`src/design/bse_pkg.sv`:
```
// Register map, field positions and counts of the error cause block
package bse_pkg;

	// Printed offsets are register indexes; byte address is four times
	localparam logic [9:0] BSE_IDX_DISABLE = 10'h064;
	localparam logic [9:0] BSE_IDX_STATUS  = 10'h06A;
	localparam logic [9:0] BSE_IDX_CTRL    = 10'h06C;
	localparam logic [9:0] BSE_IDX_IEN     = 10'h06D;

	localparam int BSE_ADDR_W   = 12;
	localparam int BSE_NFLAG    = 8;
	localparam int BSE_CTR_LOG2 = 24;

	// Cause bit positions
	localparam int BSE_B_ADDR_PAR = 0;
	localparam int BSE_B_PW_PAR   = 1;
	localparam int BSE_B_PW_NDLV  = 2;
	localparam int BSE_B_PW_TABT  = 3;
	localparam int BSE_B_PW_MABT  = 4;
	localparam int BSE_B_DW_NDLV  = 5;
	localparam int BSE_B_DR_NODAT = 6;
	localparam int BSE_B_DT_TMO   = 7;
	localparam int BSE_B_SERR_EN  = 0;

	// Reset values and writable masks
	localparam logic [7:0] BSE_RST_STATUS = 8'h00;
	localparam logic [7:0] BSE_RST_DIS    = 8'h00;
	localparam logic [7:0] BSE_RST_IEN    = 8'h00;
	localparam logic [7:0] BSE_DIS_WMASK  = 8'h7E;
	localparam logic [31:0] BSE_RD_ZERO   = 32'h0000_0000;

endpackage

```
`src/design/bse_attempt_ctr.sv`:
```
// Delivery attempt counter for one queued transaction
`timescale 1ns/1ps
`default_nettype none
module bse_attempt_ctr
	import bse_pkg::*;
#(
	parameter int CW = BSE_CTR_LOG2
)(
	// Clock and reset
	input  wire logic pclk,
	input  wire logic presetn,
	// Queue activity
	input  wire logic attempt,
	input  wire logic done,
	// Limit reached without success
	output logic      fail
);

	if (CW < 1 || CW > 31) begin : g_chk
		$error("bse_attempt_ctr: CW must be 1 to 31");
	end

	typedef struct packed {
		logic [CW-1:0] cnt;
	} bse_ctr_t;

	bse_ctr_t s_r;
	bse_ctr_t s_nxt;

	// Last attempt that still fails completes the full count
	assign fail = attempt && !done && (&s_r.cnt);

	always_comb begin
		s_nxt = s_r;
		if (done || fail) begin
			s_nxt.cnt = '0;
		end else if (attempt) begin
			s_nxt.cnt = s_r.cnt + 1'b1;
		end
	end

	always_ff @(posedge pclk or negedge presetn) begin
		if (!presetn) begin
			s_r <= '0;
		end else begin
			s_r <= s_nxt;
		end
	end
endmodule
`default_nettype wire

```
`src/design/bse_sticky_flags.sv`:
```
// Sticky cause flags, set by hardware, cleared by writing one
`timescale 1ns/1ps
`default_nettype none
module bse_sticky_flags
	import bse_pkg::*;
#(
	parameter int W = BSE_NFLAG
)(
	// Clock and reset
	input  wire logic         pclk,
	input  wire logic         presetn,
	// Set and clear vectors
	input  wire logic [W-1:0] set,
	input  wire logic [W-1:0] clr,
	// Flag state
	output logic      [W-1:0] flags
);

	if (W < 1 || W > 32) begin : g_chk
		$error("bse_sticky_flags: W must be 1 to 32");
	end

	typedef struct packed {
		logic [W-1:0] q;
	} bse_flag_t;

	bse_flag_t s_r;
	bse_flag_t s_nxt;

	assign flags = s_r.q;

	// Set wins over a clear in the same cycle
	always_comb begin
		s_nxt   = s_r;
		s_nxt.q = (s_r.q & ~clr) | set;
	end

	always_ff @(posedge pclk or negedge presetn) begin
		if (!presetn) begin
			s_r <= '0;
		end else begin
			s_r <= s_nxt;
		end
	end
endmodule
`default_nettype wire

```
`src/design/bse_serr_cause.sv`:
```
// System error cause status block with APB register access
// Notes on behaviour
// - A status register shows which cause drove the system error output.
// - Bit 0 records an address parity error on either bus, W1C, reset 0.
// - Bit 1 records a posted write data parity error, W1C, reset 0.
// - Bit 2 records posted write data not delivered in 2^24 tries.
// - Bit 3 records a target abort while delivering posted write data.
// - Bit 4 records a master abort while delivering posted write data.
// - Bit 5 records delayed write data not delivered in 2^24 tries.
// - Bit 6 records a delayed read getting no data in 2^24 tries.
// - Bit 7 records an initiator not repeating a delayed transaction.
// - An event drives the output only if not disabled and enable is set.
`timescale 1ns/1ps
`default_nettype none
module bse_serr_cause
	import bse_pkg::*;
#(
	parameter int ATTEMPT_LOG2 = BSE_CTR_LOG2
)(
	// APB clock and reset
	input  wire logic                  pclk,
	input  wire logic                  presetn,
	// APB slave
	input  wire logic                  psel,
	input  wire logic                  penable,
	input  wire logic                  pwrite,
	input  wire logic [BSE_ADDR_W-1:0] paddr,
	input  wire logic [31:0]           pwdata,
	input  wire logic [3:0]            pstrb,
	output logic                       pready,
	output logic      [31:0]           prdata,
	output logic                       pslverr,
	// Error events, one-cycle pulses
	input  wire logic                  addr_par_err,
	input  wire logic                  pw_par_err,
	input  wire logic                  pw_tgt_abort,
	input  wire logic                  pw_mst_abort,
	input  wire logic                  dt_mst_timeout,
	// Queue delivery activity
	input  wire logic                  pw_attempt,
	input  wire logic                  pw_done,
	input  wire logic                  dw_attempt,
	input  wire logic                  dw_done,
	input  wire logic                  dr_attempt,
	input  wire logic                  dr_done,
	// System error output and interrupt
	output logic                       sys_err_n,
	output logic                       irq
);

	if (ATTEMPT_LOG2 < 1 || ATTEMPT_LOG2 > 31) begin : g_chk
		$error("bse_serr_cause: ATTEMPT_LOG2 must be 1 to 31");
	end

	typedef struct packed {
		logic [7:0]  dis;
		logic        serr_en;
		logic [7:0]  ien;
		logic        serr;
		logic [31:0] rdata;
		logic        slverr;
	} bse_main_t;

	bse_main_t s_r;
	bse_main_t s_nxt;

	logic [7:0] status;
	logic [7:0] evt;
	logic [7:0] fire;
	logic [7:0] w1c;
	logic       pw_fail;
	logic       dw_fail;
	logic       dr_fail;
	logic       setup;
	logic       wr_acc;
	logic [9:0] idx;
	logic       hit;

	// Nondelivery counters per queue
	bse_attempt_ctr #(.CW(ATTEMPT_LOG2)) u_pw_ctr (
		.pclk    (pclk),
		.presetn (presetn),
		.attempt (pw_attempt),
		.done    (pw_done),
		.fail    (pw_fail)
	);

	bse_attempt_ctr #(.CW(ATTEMPT_LOG2)) u_dw_ctr (
		.pclk    (pclk),
		.presetn (presetn),
		.attempt (dw_attempt),
		.done    (dw_done),
		.fail    (dw_fail)
	);

	bse_attempt_ctr #(.CW(ATTEMPT_LOG2)) u_dr_ctr (
		.pclk    (pclk),
		.presetn (presetn),
		.attempt (dr_attempt),
		.done    (dr_done),
		.fail    (dr_fail)
	);

	always_comb begin
		evt                 = '0;
		evt[BSE_B_ADDR_PAR] = addr_par_err;
		evt[BSE_B_PW_PAR]   = pw_par_err;
		evt[BSE_B_PW_NDLV]  = pw_fail;
		evt[BSE_B_PW_TABT]  = pw_tgt_abort;
		evt[BSE_B_PW_MABT]  = pw_mst_abort;
		evt[BSE_B_DW_NDLV]  = dw_fail;
		evt[BSE_B_DR_NODAT] = dr_fail;
		evt[BSE_B_DT_TMO]   = dt_mst_timeout;
	end

	// Bits 0 and 7 have no disable; their disable bits never store
	assign fire = evt & ~s_r.dis & {8{s_r.serr_en}};

	// APB decode; zero wait states, data captured at setup
	assign setup  = psel && !penable;
	assign wr_acc = psel && penable && pwrite && pstrb[0];
	assign idx    = paddr[11:2];
	assign hit    = (paddr[1:0] == 2'b00) &&
		(idx == BSE_IDX_DISABLE || idx == BSE_IDX_STATUS ||
		 idx == BSE_IDX_CTRL || idx == BSE_IDX_IEN);
	assign w1c    = (wr_acc && !s_r.slverr && idx == BSE_IDX_STATUS) ?
		pwdata[7:0] : 8'h00;

	// Flags set on the same edge that raises the output
	bse_sticky_flags #(.W(BSE_NFLAG)) u_flags (
		.pclk    (pclk),
		.presetn (presetn),
		.set     (fire),
		.clr     (w1c),
		.flags   (status)
	);

	always_comb begin
		s_nxt      = s_r;
		s_nxt.serr = |fire;
		if (setup) begin
			s_nxt.slverr = !hit;
			s_nxt.rdata  = BSE_RD_ZERO;
			unique case (idx)
				BSE_IDX_DISABLE: s_nxt.rdata[7:0] = s_r.dis;
				BSE_IDX_STATUS:  s_nxt.rdata[7:0] = status;
				BSE_IDX_CTRL:    s_nxt.rdata[BSE_B_SERR_EN] = s_r.serr_en;
				BSE_IDX_IEN:     s_nxt.rdata[7:0] = s_r.ien;
				default:         s_nxt.rdata = BSE_RD_ZERO;
			endcase
		end
		if (wr_acc && !s_r.slverr) begin
			unique case (idx)
				BSE_IDX_DISABLE: s_nxt.dis = pwdata[7:0] & BSE_DIS_WMASK;
				BSE_IDX_CTRL:    s_nxt.serr_en = pwdata[BSE_B_SERR_EN];
				BSE_IDX_IEN:     s_nxt.ien = pwdata[7:0];
				default:         s_nxt.ien = s_r.ien;
			endcase
		end
	end

	always_ff @(posedge pclk or negedge presetn) begin
		if (!presetn) begin
			s_r.dis     <= BSE_RST_DIS;
			s_r.serr_en <= 1'b0;
			s_r.ien     <= BSE_RST_IEN;
			s_r.serr    <= 1'b0;
			s_r.rdata   <= BSE_RD_ZERO;
			s_r.slverr  <= 1'b0;
		end else begin
			s_r <= s_nxt;
		end
	end

	assign pready    = 1'b1;
	assign prdata    = s_r.rdata;
	assign pslverr   = psel && penable && s_r.slverr;
	assign sys_err_n = !s_r.serr;
	// Level interrupt while any enabled flag stands
	assign irq       = |(status & s_r.ien);
endmodule
`default_nettype wire

```
`config.mk`:
```
export PLATFORM = sky130hd
export DESIGN_NAME = bse_serr_cause
export DESIGN_NICKNAME = d
export VERILOG_FILES = /design/src/design/bse_pkg.sv /design/src/design/bse_attempt_ctr.sv /design/src/design/bse_sticky_flags.sv /design/src/design/bse_serr_cause.sv
export SDC_FILE = /design/constraint.sdc
export NUM_CORES = 1
export LEC_CHECK = 0
export BUFFER_PORTS_ARGS = -buffer_cell sky130_fd_sc_hd__buf_2
export CORE_MARGIN = 2
export CORE_UTILIZATION = 23
export CTS_CLUSTER_DIAMETER = 80
export DETAILED_ROUTE_END_ITERATION = 12
export SYNTH_ARGS = -nofsm -noshare
export SYNTH_HDL_FRONTEND = slang
export SYNTH_SLANG_ARGS = --single-unit
```
`constraint.sdc`:
```
create_clock -name pclk -period 3.41 [get_ports pclk]
set_input_delay 0.341 -clock pclk [delete_from_list [all_inputs] [get_ports pclk]]
set_output_delay 0.341 -clock pclk [all_outputs]
set_load 0.01 [all_outputs]
```
# After elaboration in Yosys (flattened, before gate mapping)

Cells that the tools add are included.

Add/sub/neg operators: 3
Equal/unequal tests: 4
Multiplexer cells: 9
Bitwise gates (word level): 7
Reduce and logical (&&, ||, !) cells: 39

Operators by type and width:

| kind                                                                   | count |
|---|---|
| 24-bit 2-to-1 mux                                                      | 6 |
| 24-bit by 1-bit adder with 24-bit output, second input constant        | 3 |
| 24-bit AND reduction                                                   | 3 |
| 10-bit by 7-bit equality test with 1-bit output, second input constant | 4 |
| 8-bit bitwise AND                                                      | 4 |
| 7-bit one-hot mux with 3 select lines                                  | 1 |
| 8-bit OR reduction                                                     | 2 |
| 1-bit logical AND                                                      | 14 |
| 8-bit 2-to-1 mux                                                       | 1 |
| 7-bit NOT with 8-bit output                                            | 1 |
| 8-bit NOT                                                              | 1 |
| 8-bit OR                                                               | 1 |
| 1-bit zero test                                                        | 7 |
| 1-bit logical OR                                                       | 6 |
| 2-bit AND reduction                                                    | 3 |
| 2-bit nonzero test                                                     | 3 |
| 1-bit one-hot mux with 3 select lines                                  | 1 |
| 2-bit zero test                                                        | 1 |

Bits in registers: 105
Word-level logic and storage cells: 72

# Depth between registers and ports, before layout

Gate-level depths: netlist of run 1.

Depth in word-level cells: 9
Mapped depth: 6
Mapped depth without buffers: 5

# Cells and area by module

Synthesis of run 1 repeated with hierarchy kept, for this count alone.

Cell total of the unflattened synthesis: 590
Area, all modules: 5891.9 µm²

By module, submodules not included:

| module           | instances | cells each | area each (µm²) | seq. area each (µm²) |
|---|---|---|---|---|
| bse_attempt_ctr  | 3         | 134        | 1297.5          | 600.6 |
| bse_serr_cause   | 1         | 164        | 1709.1          | 625.6 |
| bse_sticky_flags | 1         | 24         | 290.3           | 200.2 |

# Worst setup path after synthesis of run 1

Ideal clock, no wire load.

Kind: input-to-reg
Start point: input dr_attempt
End point: register u_dr_ctr.s_r[18] in the netlist's numbering
Library setup time: 0.078 ns
Data arrival time: 1.904 ns
Required time: 3.332 ns
Setup slack: 1.428 ns
Cell stages on the path: 6
Buffers on the path: 2
Cell sequence: clkbuf_1 > nand4_1 > or4_1 > buf_2 > or4_1 > a21oi_1

Word-level cells in the longest chain between the ends: 4
Elaborated cells between the ends (all ways): 5

Ends and longest elaborated chain:

| element                                                 | line                  | source |
|---|---|---|
| from (decl)                                             | bse_serr_cause.sv:44  | `input wire logic dr_attempt,` |
| 1-bit logical AND (2 in a row)                          | bse_attempt_ctr.sv:31 | `assign fail = attempt && !done && (&s_r.cnt);` |
| 1-bit logical OR                                        | bse_attempt_ctr.sv:35 | `if (done \|\| fail) begin` |
| 24-bit 2-to-1 mux or 2-bit nonzero test (tied branches) | -                     |  |
| to (signal assigned)                                    | bse_attempt_ctr.sv:46 | `s_r <= s_nxt;` |
| to (decl)                                               | bse_attempt_ctr.sv:27 | `bse_ctr_t s_r;` |

Several ways; a longest one is shown, not always the timed one.
A chain may end at the register's enable or synchronous reset.

# Final worst setup path of run 1

Start point: register u_dw_ctr.s_r[9] in the netlist's numbering
End point: register u_dw_ctr.s_r[23] in the netlist's numbering

Word-level cells in the longest chain between the ends: 4
Elaborated cells between the ends (all ways): 7

Ends and longest elaborated chain:

| element                                                                                          | line |
|---|---|
| from (decl)                                                                                      | bse_attempt_ctr.sv:27 |
| from (signal assigned)                                                                           | bse_attempt_ctr.sv:46 |
| parallel branches: the longest is 4 deep, another holds 24-bit by 1-bit adder with 24-bit output | - |

Parallel ways; which one is timed is not known. The select of a mux whose other input is x is not followed.

==> results of run 1 <==
cell usage in the layout, fill, tap and decap left out, types with 21 or more instances in the layout:
master,Yosys,final
buf_2,1,46
nand2_1,34,34
conb_1,2,25
nand3_1,25,25
o21ai_0,21,21
xnor2_1,27,27
nor2_1,55,55
dfrtp_1,105,105
nand4_1,31,31
a21oi_1,28,28
where the power goes:
group	internal, mW	total [mW]	switching, mW
sequential	1.25	1.26	0.00989
clock	0.651	1.14	0.490
combinational	0.0394	0.131	0.0921
cells by family (layout without fill, tap and decap cells):
logic type,count (synthesis),in the layout,share of synthesized area
AO/OA/AOI/OAI,102,102,0.122
XOR/XNOR,41,41,0.0643
adder cells (fa/ha/maj),3,3,0.00672
buffers and inverters,66,84,0.0668
flip-flops,105,105,0.471
multiplexers,18,18,0.0356
other,2,25,0.00134
AND/OR/NAND/NOR,235,235,0.233
sequential cells by signal, summed over array words and instances (netlist names):
signal         count
prdata             8
s_r               17
u_dr_ctr.s_r      24
u_dw_ctr.s_r      24
u_flags.flags      8
u_pw_ctr.s_r      24
per-layer routing:
metal  routed length (um)  part of all wire
met4                   89            0.0071
met1                 6080              0.48
met5                    0                 0
met2                 5760              0.46
met3                  627             0.050
area by class of cell:
class                   count  area (um^2)
fillers                  2620        17700
flip-flops and latches    105         2630
clock inverters             7          103
well taps                 324          405
inverters                  15         56.3
clock buffers               9          225
multi-input cells         424         2670
repair buffers             53          295
final timing paths:
path	slack [ns]	cells after the start	start	to
min reg2reg	0.47	2	prdata[0]	prdata[0]
min	0.05	1	presetn	u_pw_ctr.s_r[0]
min in group pclk	0.20	2	dr_done	u_dr_ctr.s_r[12]
max in group asynchronous	2.66	2	presetn	u_dw_ctr.s_r[4]
max reg2reg	1.24	4	u_dw_ctr.s_r[9]	u_dw_ctr.s_r[23]
max	1.24	4	u_dw_ctr.s_r[9]	u_dw_ctr.s_r[23]
==> impl_metrics.toml, run 1 <==
[run_status]
status = "complete, no violations"

[placed_design]
dp.cells = 921
hpwl_mm = 8.87
dpl_worst_slack_ns = 1.23
io_buffers = 47
place_area_um2 = 6050
place_congestion = 0.769

[timing]
setup_viol = 0
post-route-min-period_ns = 2.17
min_period_over_period = 0.637
fin_tns_setup_ns = 0
grt_setup_unrepaired = "false"
worst_slack_ns = 1.24
hold_violations = 0
hold_ws_ns = 0.0541
worst_pin_slew_ns = 1.10
report.final.slew_viol_count = 0
fmax_mhz = 460
fin_skew_ns = 0.00827
relSlewSlack = 0.266

[global_routing]
grt-busiest-layer = "met2"
grt_pass1_wl_mm = 21.2
track_usage = 0.101
use_met1 = 0.140
grt_max_degree = 62
use_met3 = 0.0309
overflow = 0
grt_pass1_vias = 4129
antenna_found_initial = 0
use_met2 = 0.156

[drt]
post_drt_wl_per_cell_um = 13.4
vias = 4368
antenna_left = 0
drcViolationCount = 0
drtIter0Drc = 236
dr.pass1.iters = 7
viasPerCell = 4.66
wl_mm = 12.6

[synthesis]
synthCells = 572
synth_seq_cells = 105
syn_avg_cell_area_um2 = 9.76
ys_types = 56
synthArstFlopShare = 1.00
seq_area_frac_synth = 0.471
yosysMostFrequentCell = "dfrtp_1"
synthTopCellsByArea = "dfrtp_1, buf_4, xnor2_1"
synth_top_area_frac = 0.471
synth_edf_count = 0
synth_area_um2 = 5580
synth_ff_type = "dfrtp_1"
synth_top_area_cell = "dfrtp_1"
ys_top_cells_by_count = "dfrtp_1, nor2_1, nand2_1"
yosysWarnings = 0

[setup_path]
path_max_fanout = 8
cp_slowest_cell = "or4_1"
setup.worst_path.end_class = "flip-flop"
cp_top_family = "simple AND/OR/NAND/NOR gates"
crit_type = "flip-flop to flip-flop"
cp.required_ns = 3.66
cpPeakStageDelay_ns = 0.75
worstSetupStartpointType = "flip-flop"
cp.arrival_ns = 2.42
worst-path-buf-inv = 0
crit_chain = "nand4_1 > or4_1 > o41a_1 > a311oi_1"

[final_layout]
syn2layout_area_growth_pct = 14.3
final_nets = 675
fin_util = 0.265
fin_cells = 937
n_antenna_cell = 0
stdcell_area_um2 = 6380
layout-drive-gt1-share = 0.158

[clocking]
ctsHoldBuffers = 0
cts_buffers = 9
cts_num_sinks = 105
cts_resized = 0
cts_setup_buffers = 0
cts_max_path_buffers = 2
clock_latency_ns = 0.36
cts_max_level = 3
clockRootBuffer = "clkbuf_16"
cts_tree = "built"
clk_pin_slew_worst_paths_ns = 0.07

[power]
leakagePower_nw = 2.55
power.density_nw_per_um2 = 397
finalPower_mw = 2.54
ir_drop_v = 0.000239

[die]
row_count = 57
die_area_um2 = 25500
start_util = 0.232
ios = 100
die_y_um = 160
core_um2 = 24100
die_x_um = 160

[run]
maxCapViolCount = 0

[worst_hold_path]
hp-class = "input port to asynchronous set/reset pin"
Power figures use the tool's default switching activity.
==> run 2: changes to the inputs <==
- ABC_AREA: not set -> 1
- clock period: 3.41 -> 2 ns (I/O delays scaled with it)
==> impl_metrics.toml, run 2 <==
[power]
combPwrFrac = 0.066
p_int_mw = 3.25
power_frac_seq = 0.492
ir_drop_v = 0.000309
p_sw_frac = 0.256
pwr-share-clk = 0.442
switchingPower_mw = 1.12
power.density_nw_per_um2 = 582
leakagePower_nw = 3.48
finalPower_mw = 4.37

[timing]
min_period_over_period = 0.903
hold_ws_ns = 0.0935
fin_skew_ns = 0.0105
report.final.slew_viol_count = 0
fmax_mhz = 554
grt_setup_unrepaired = "false"
post-route-min-period_ns = 1.81
hold_violations = 0
fin_tns_setup_ns = 0
setup_viol = 0
worst_pin_slew_ns = 0.582
relSlewSlack = 0.612

[clocking]
cts_num_sinks = 105
cts_buffers = 9
clockRootBuffer = "clkbuf_16"
cts_setup_buffers = 0
clock_latency_ns = 0.36
cts_max_level = 3
cts_max_path_buffers = 2
cts_tree = "built"
clk_pin_slew_worst_paths_ns = 0.08

[worst_hold_path]
min_from = "dt_mst_timeout"
hp-class = "input port to flip-flop"
min_path_cells = 3
holdPathEnd = "u_flags.flags[7]"

[synthesis]
synth_ff_type = "dfrtp_1"
synth_top_area_cell = "dfrtp_1"
synth_seq_cells = 105
syn_avg_cell_area_um2 = 6.95
synth_area_um2 = 6550
ys_types = 34
synthTopCellsByArea = "dfrtp_1, nand2_1, nor2_1"
synth_edf_count = 0
ys_top_cells_by_count = "nand2_1, nor2_1, dfrtp_1"
seq_area_frac_synth = 0.401
synthArstFlopShare = 1.00
yosysMostFrequentCell = "nand2_1"
synthCells = 943
synth_top_area_frac = 0.401
yosysWarnings = 0

[global_routing]
grt_max_degree = 41
antenna_found_initial = 0
grt_pass1_vias = 5653
grt_pass1_wl_mm = 27.7
track_usage = 0.111
overflow = 0

[final_layout]
final_common_cell = "nand2_1"
final_nets = 1065
n_antenna_cell = 0
layout-drive-gt1-share = 0.127
reg_top3 = "u_dr_ctr.s_r (24), u_dw_ctr.s_r (24), u_pw_ctr.s_r (24)"
syn2layout_area_growth_pct = 14.5
layout_common_cells = "nand2_1, nor2_1, dfrtp_1"

[setup_path]
worstSetupStartpointType = "flip-flop"
reg2reg_slack_ns = 0.19
reg2regPathDepth = 9
setup.worst_path.end_class = "flip-flop"
r2r-start = "u_dw_ctr.s_r[0]"
crit_type = "flip-flop to flip-flop"
r2r-end = "u_dw_ctr.s_r[8]"
path_max_fanout = 9
cp.required_ns = 2.24
cp.arrival_ns = 2.05
crit_start = "u_dw_ctr.s_r[0]"

[die]
row_count = 61
start_util = 0.235
core_um2 = 27900
die_x_um = 173
die_y_um = 173
die_area_um2 = 29900
ios = 100

[drt]
vias = 5936
antenna_left = 0
drcViolationCount = 0
wl_mm = 16.0
drtIter0Drc = 398
post_drt_wl_per_cell_um = 11.6
dr.pass1.iters = 5
viasPerCell = 4.30

[placed_design]
io_buffers = 47
hpwl_mm = 12.3
place_congestion = 0.847

[run]
maxCapViolCount = 0

[run_status]
status = "complete, no violations"
-- run 2: changes by cell type after synthesis, sizes merged, moves of 27 or more --
cell and delta:
nand2 +262, inv +85, nand3 +49, xnor2 -27
nor2 +126
-- run 2: repair_timing --
action,in CTS,in global routing
resized for setup,0,1
hold buffers,1,0
hold endpoints to repair,37,0
setup endpoints to repair,0,3
-- run 2: worst max path at each step --
stage	to	slack [ns]
detailed placement	u_dw_ctr.s_r[8]	0.18
global route	u_dw_ctr.s_r[8]	0.01
floorplan	u_dr_ctr.s_r[19]	0.49
global placement	u_pw_ctr.s_r[6]	0.21
finish	u_dw_ctr.s_r[8]	0.19
CTS	u_dw_ctr.s_r[4]	0.17
-- run 2: cells by family (layout without fill, tap and decap cells) --
family / count (synthesis) / in the layout / share of synthesized area
AND/OR/NAND/NOR: 608 / 608 / 0.409
adder cells (fa/ha/maj): 3 / 3 / 0.00573
other: 2 / 25 / 0.00115
buffers and inverters: 146 / 183 / 0.108
flip-flops: 105 / 105 / 0.401
XOR/XNOR: 10 / 10 / 0.0134
AO/OA/AOI/OAI: 69 / 69 / 0.0613
-- run 2: per-layer routing --
metal  up-vias  global-route usage  part of all wire
met5         -                   0                 0
met4         0              0.0244            0.0098
met3        12              0.0235             0.042
met2       129               0.178              0.46
met1      2744               0.154              0.49
li1       3051                   -                 -
-- run 2: per-stage QoR --
step | instances | setup slack [ns] | utilization | area (um^2)
2_1_floorplan | 966 | 0.494 | - | 6640
3_3_place_gp | 1364 | 0.207 | 0.256 | 7160
3_5_place_dp | 1364 | 0.185 | 0.256 | 7160
4_1_cts | 1381 | 0.172 | 0.268 | 7490
5_1_grt | 1381 | 0.0126 | 0.269 | 7500
6_report | 1381 | 0.194 | 0.269 | 7500
-- run 2: power groups by stage --
| stage | Sequential (mW) | Combinational (mW) | Clock [mW] |
|---|---|---|---|
| after global placement | 2.19 | 0.290 | 0 |
| after CTS | 2.15 | 0.294 | 2.01 |
| after floorplan | 2.19 | 0.179 | 0 |
| after global routing | 2.15 | 0.331 | 2.09 |
| final | 2.15 | 0.289 | 1.93 |
| after detailed placement | 2.19 | 0.292 | 0 |
-- run 2: critical path: stages, from the launching register on --
cell and delay (ns):
dfrtp_1 0.39, ha_1 0.28, nand2_2 0.12, nor2_4 0.12, nand2_2 0.10, nor2_4 0.19
nand2_2 0.11, nand2_4 0.13, buf_4 0.19, nor3b_1 0.07
-- run 2: final cells by class --
| class | count | area, um^2 |
|---|---|---|
| Multi-Input combinational cell | 715 | 3310 |
| Timing Repair Buffer | 65 | 388 |
| Inverter | 102 | 383 |
| Clock buffer | 10 | 239 |
| Fill cell | 3118 | 20400 |
| Tap cell | 378 | 473 |
| Sequential cell | 105 | 2630 |
| Clock inverter | 6 | 78.8 |
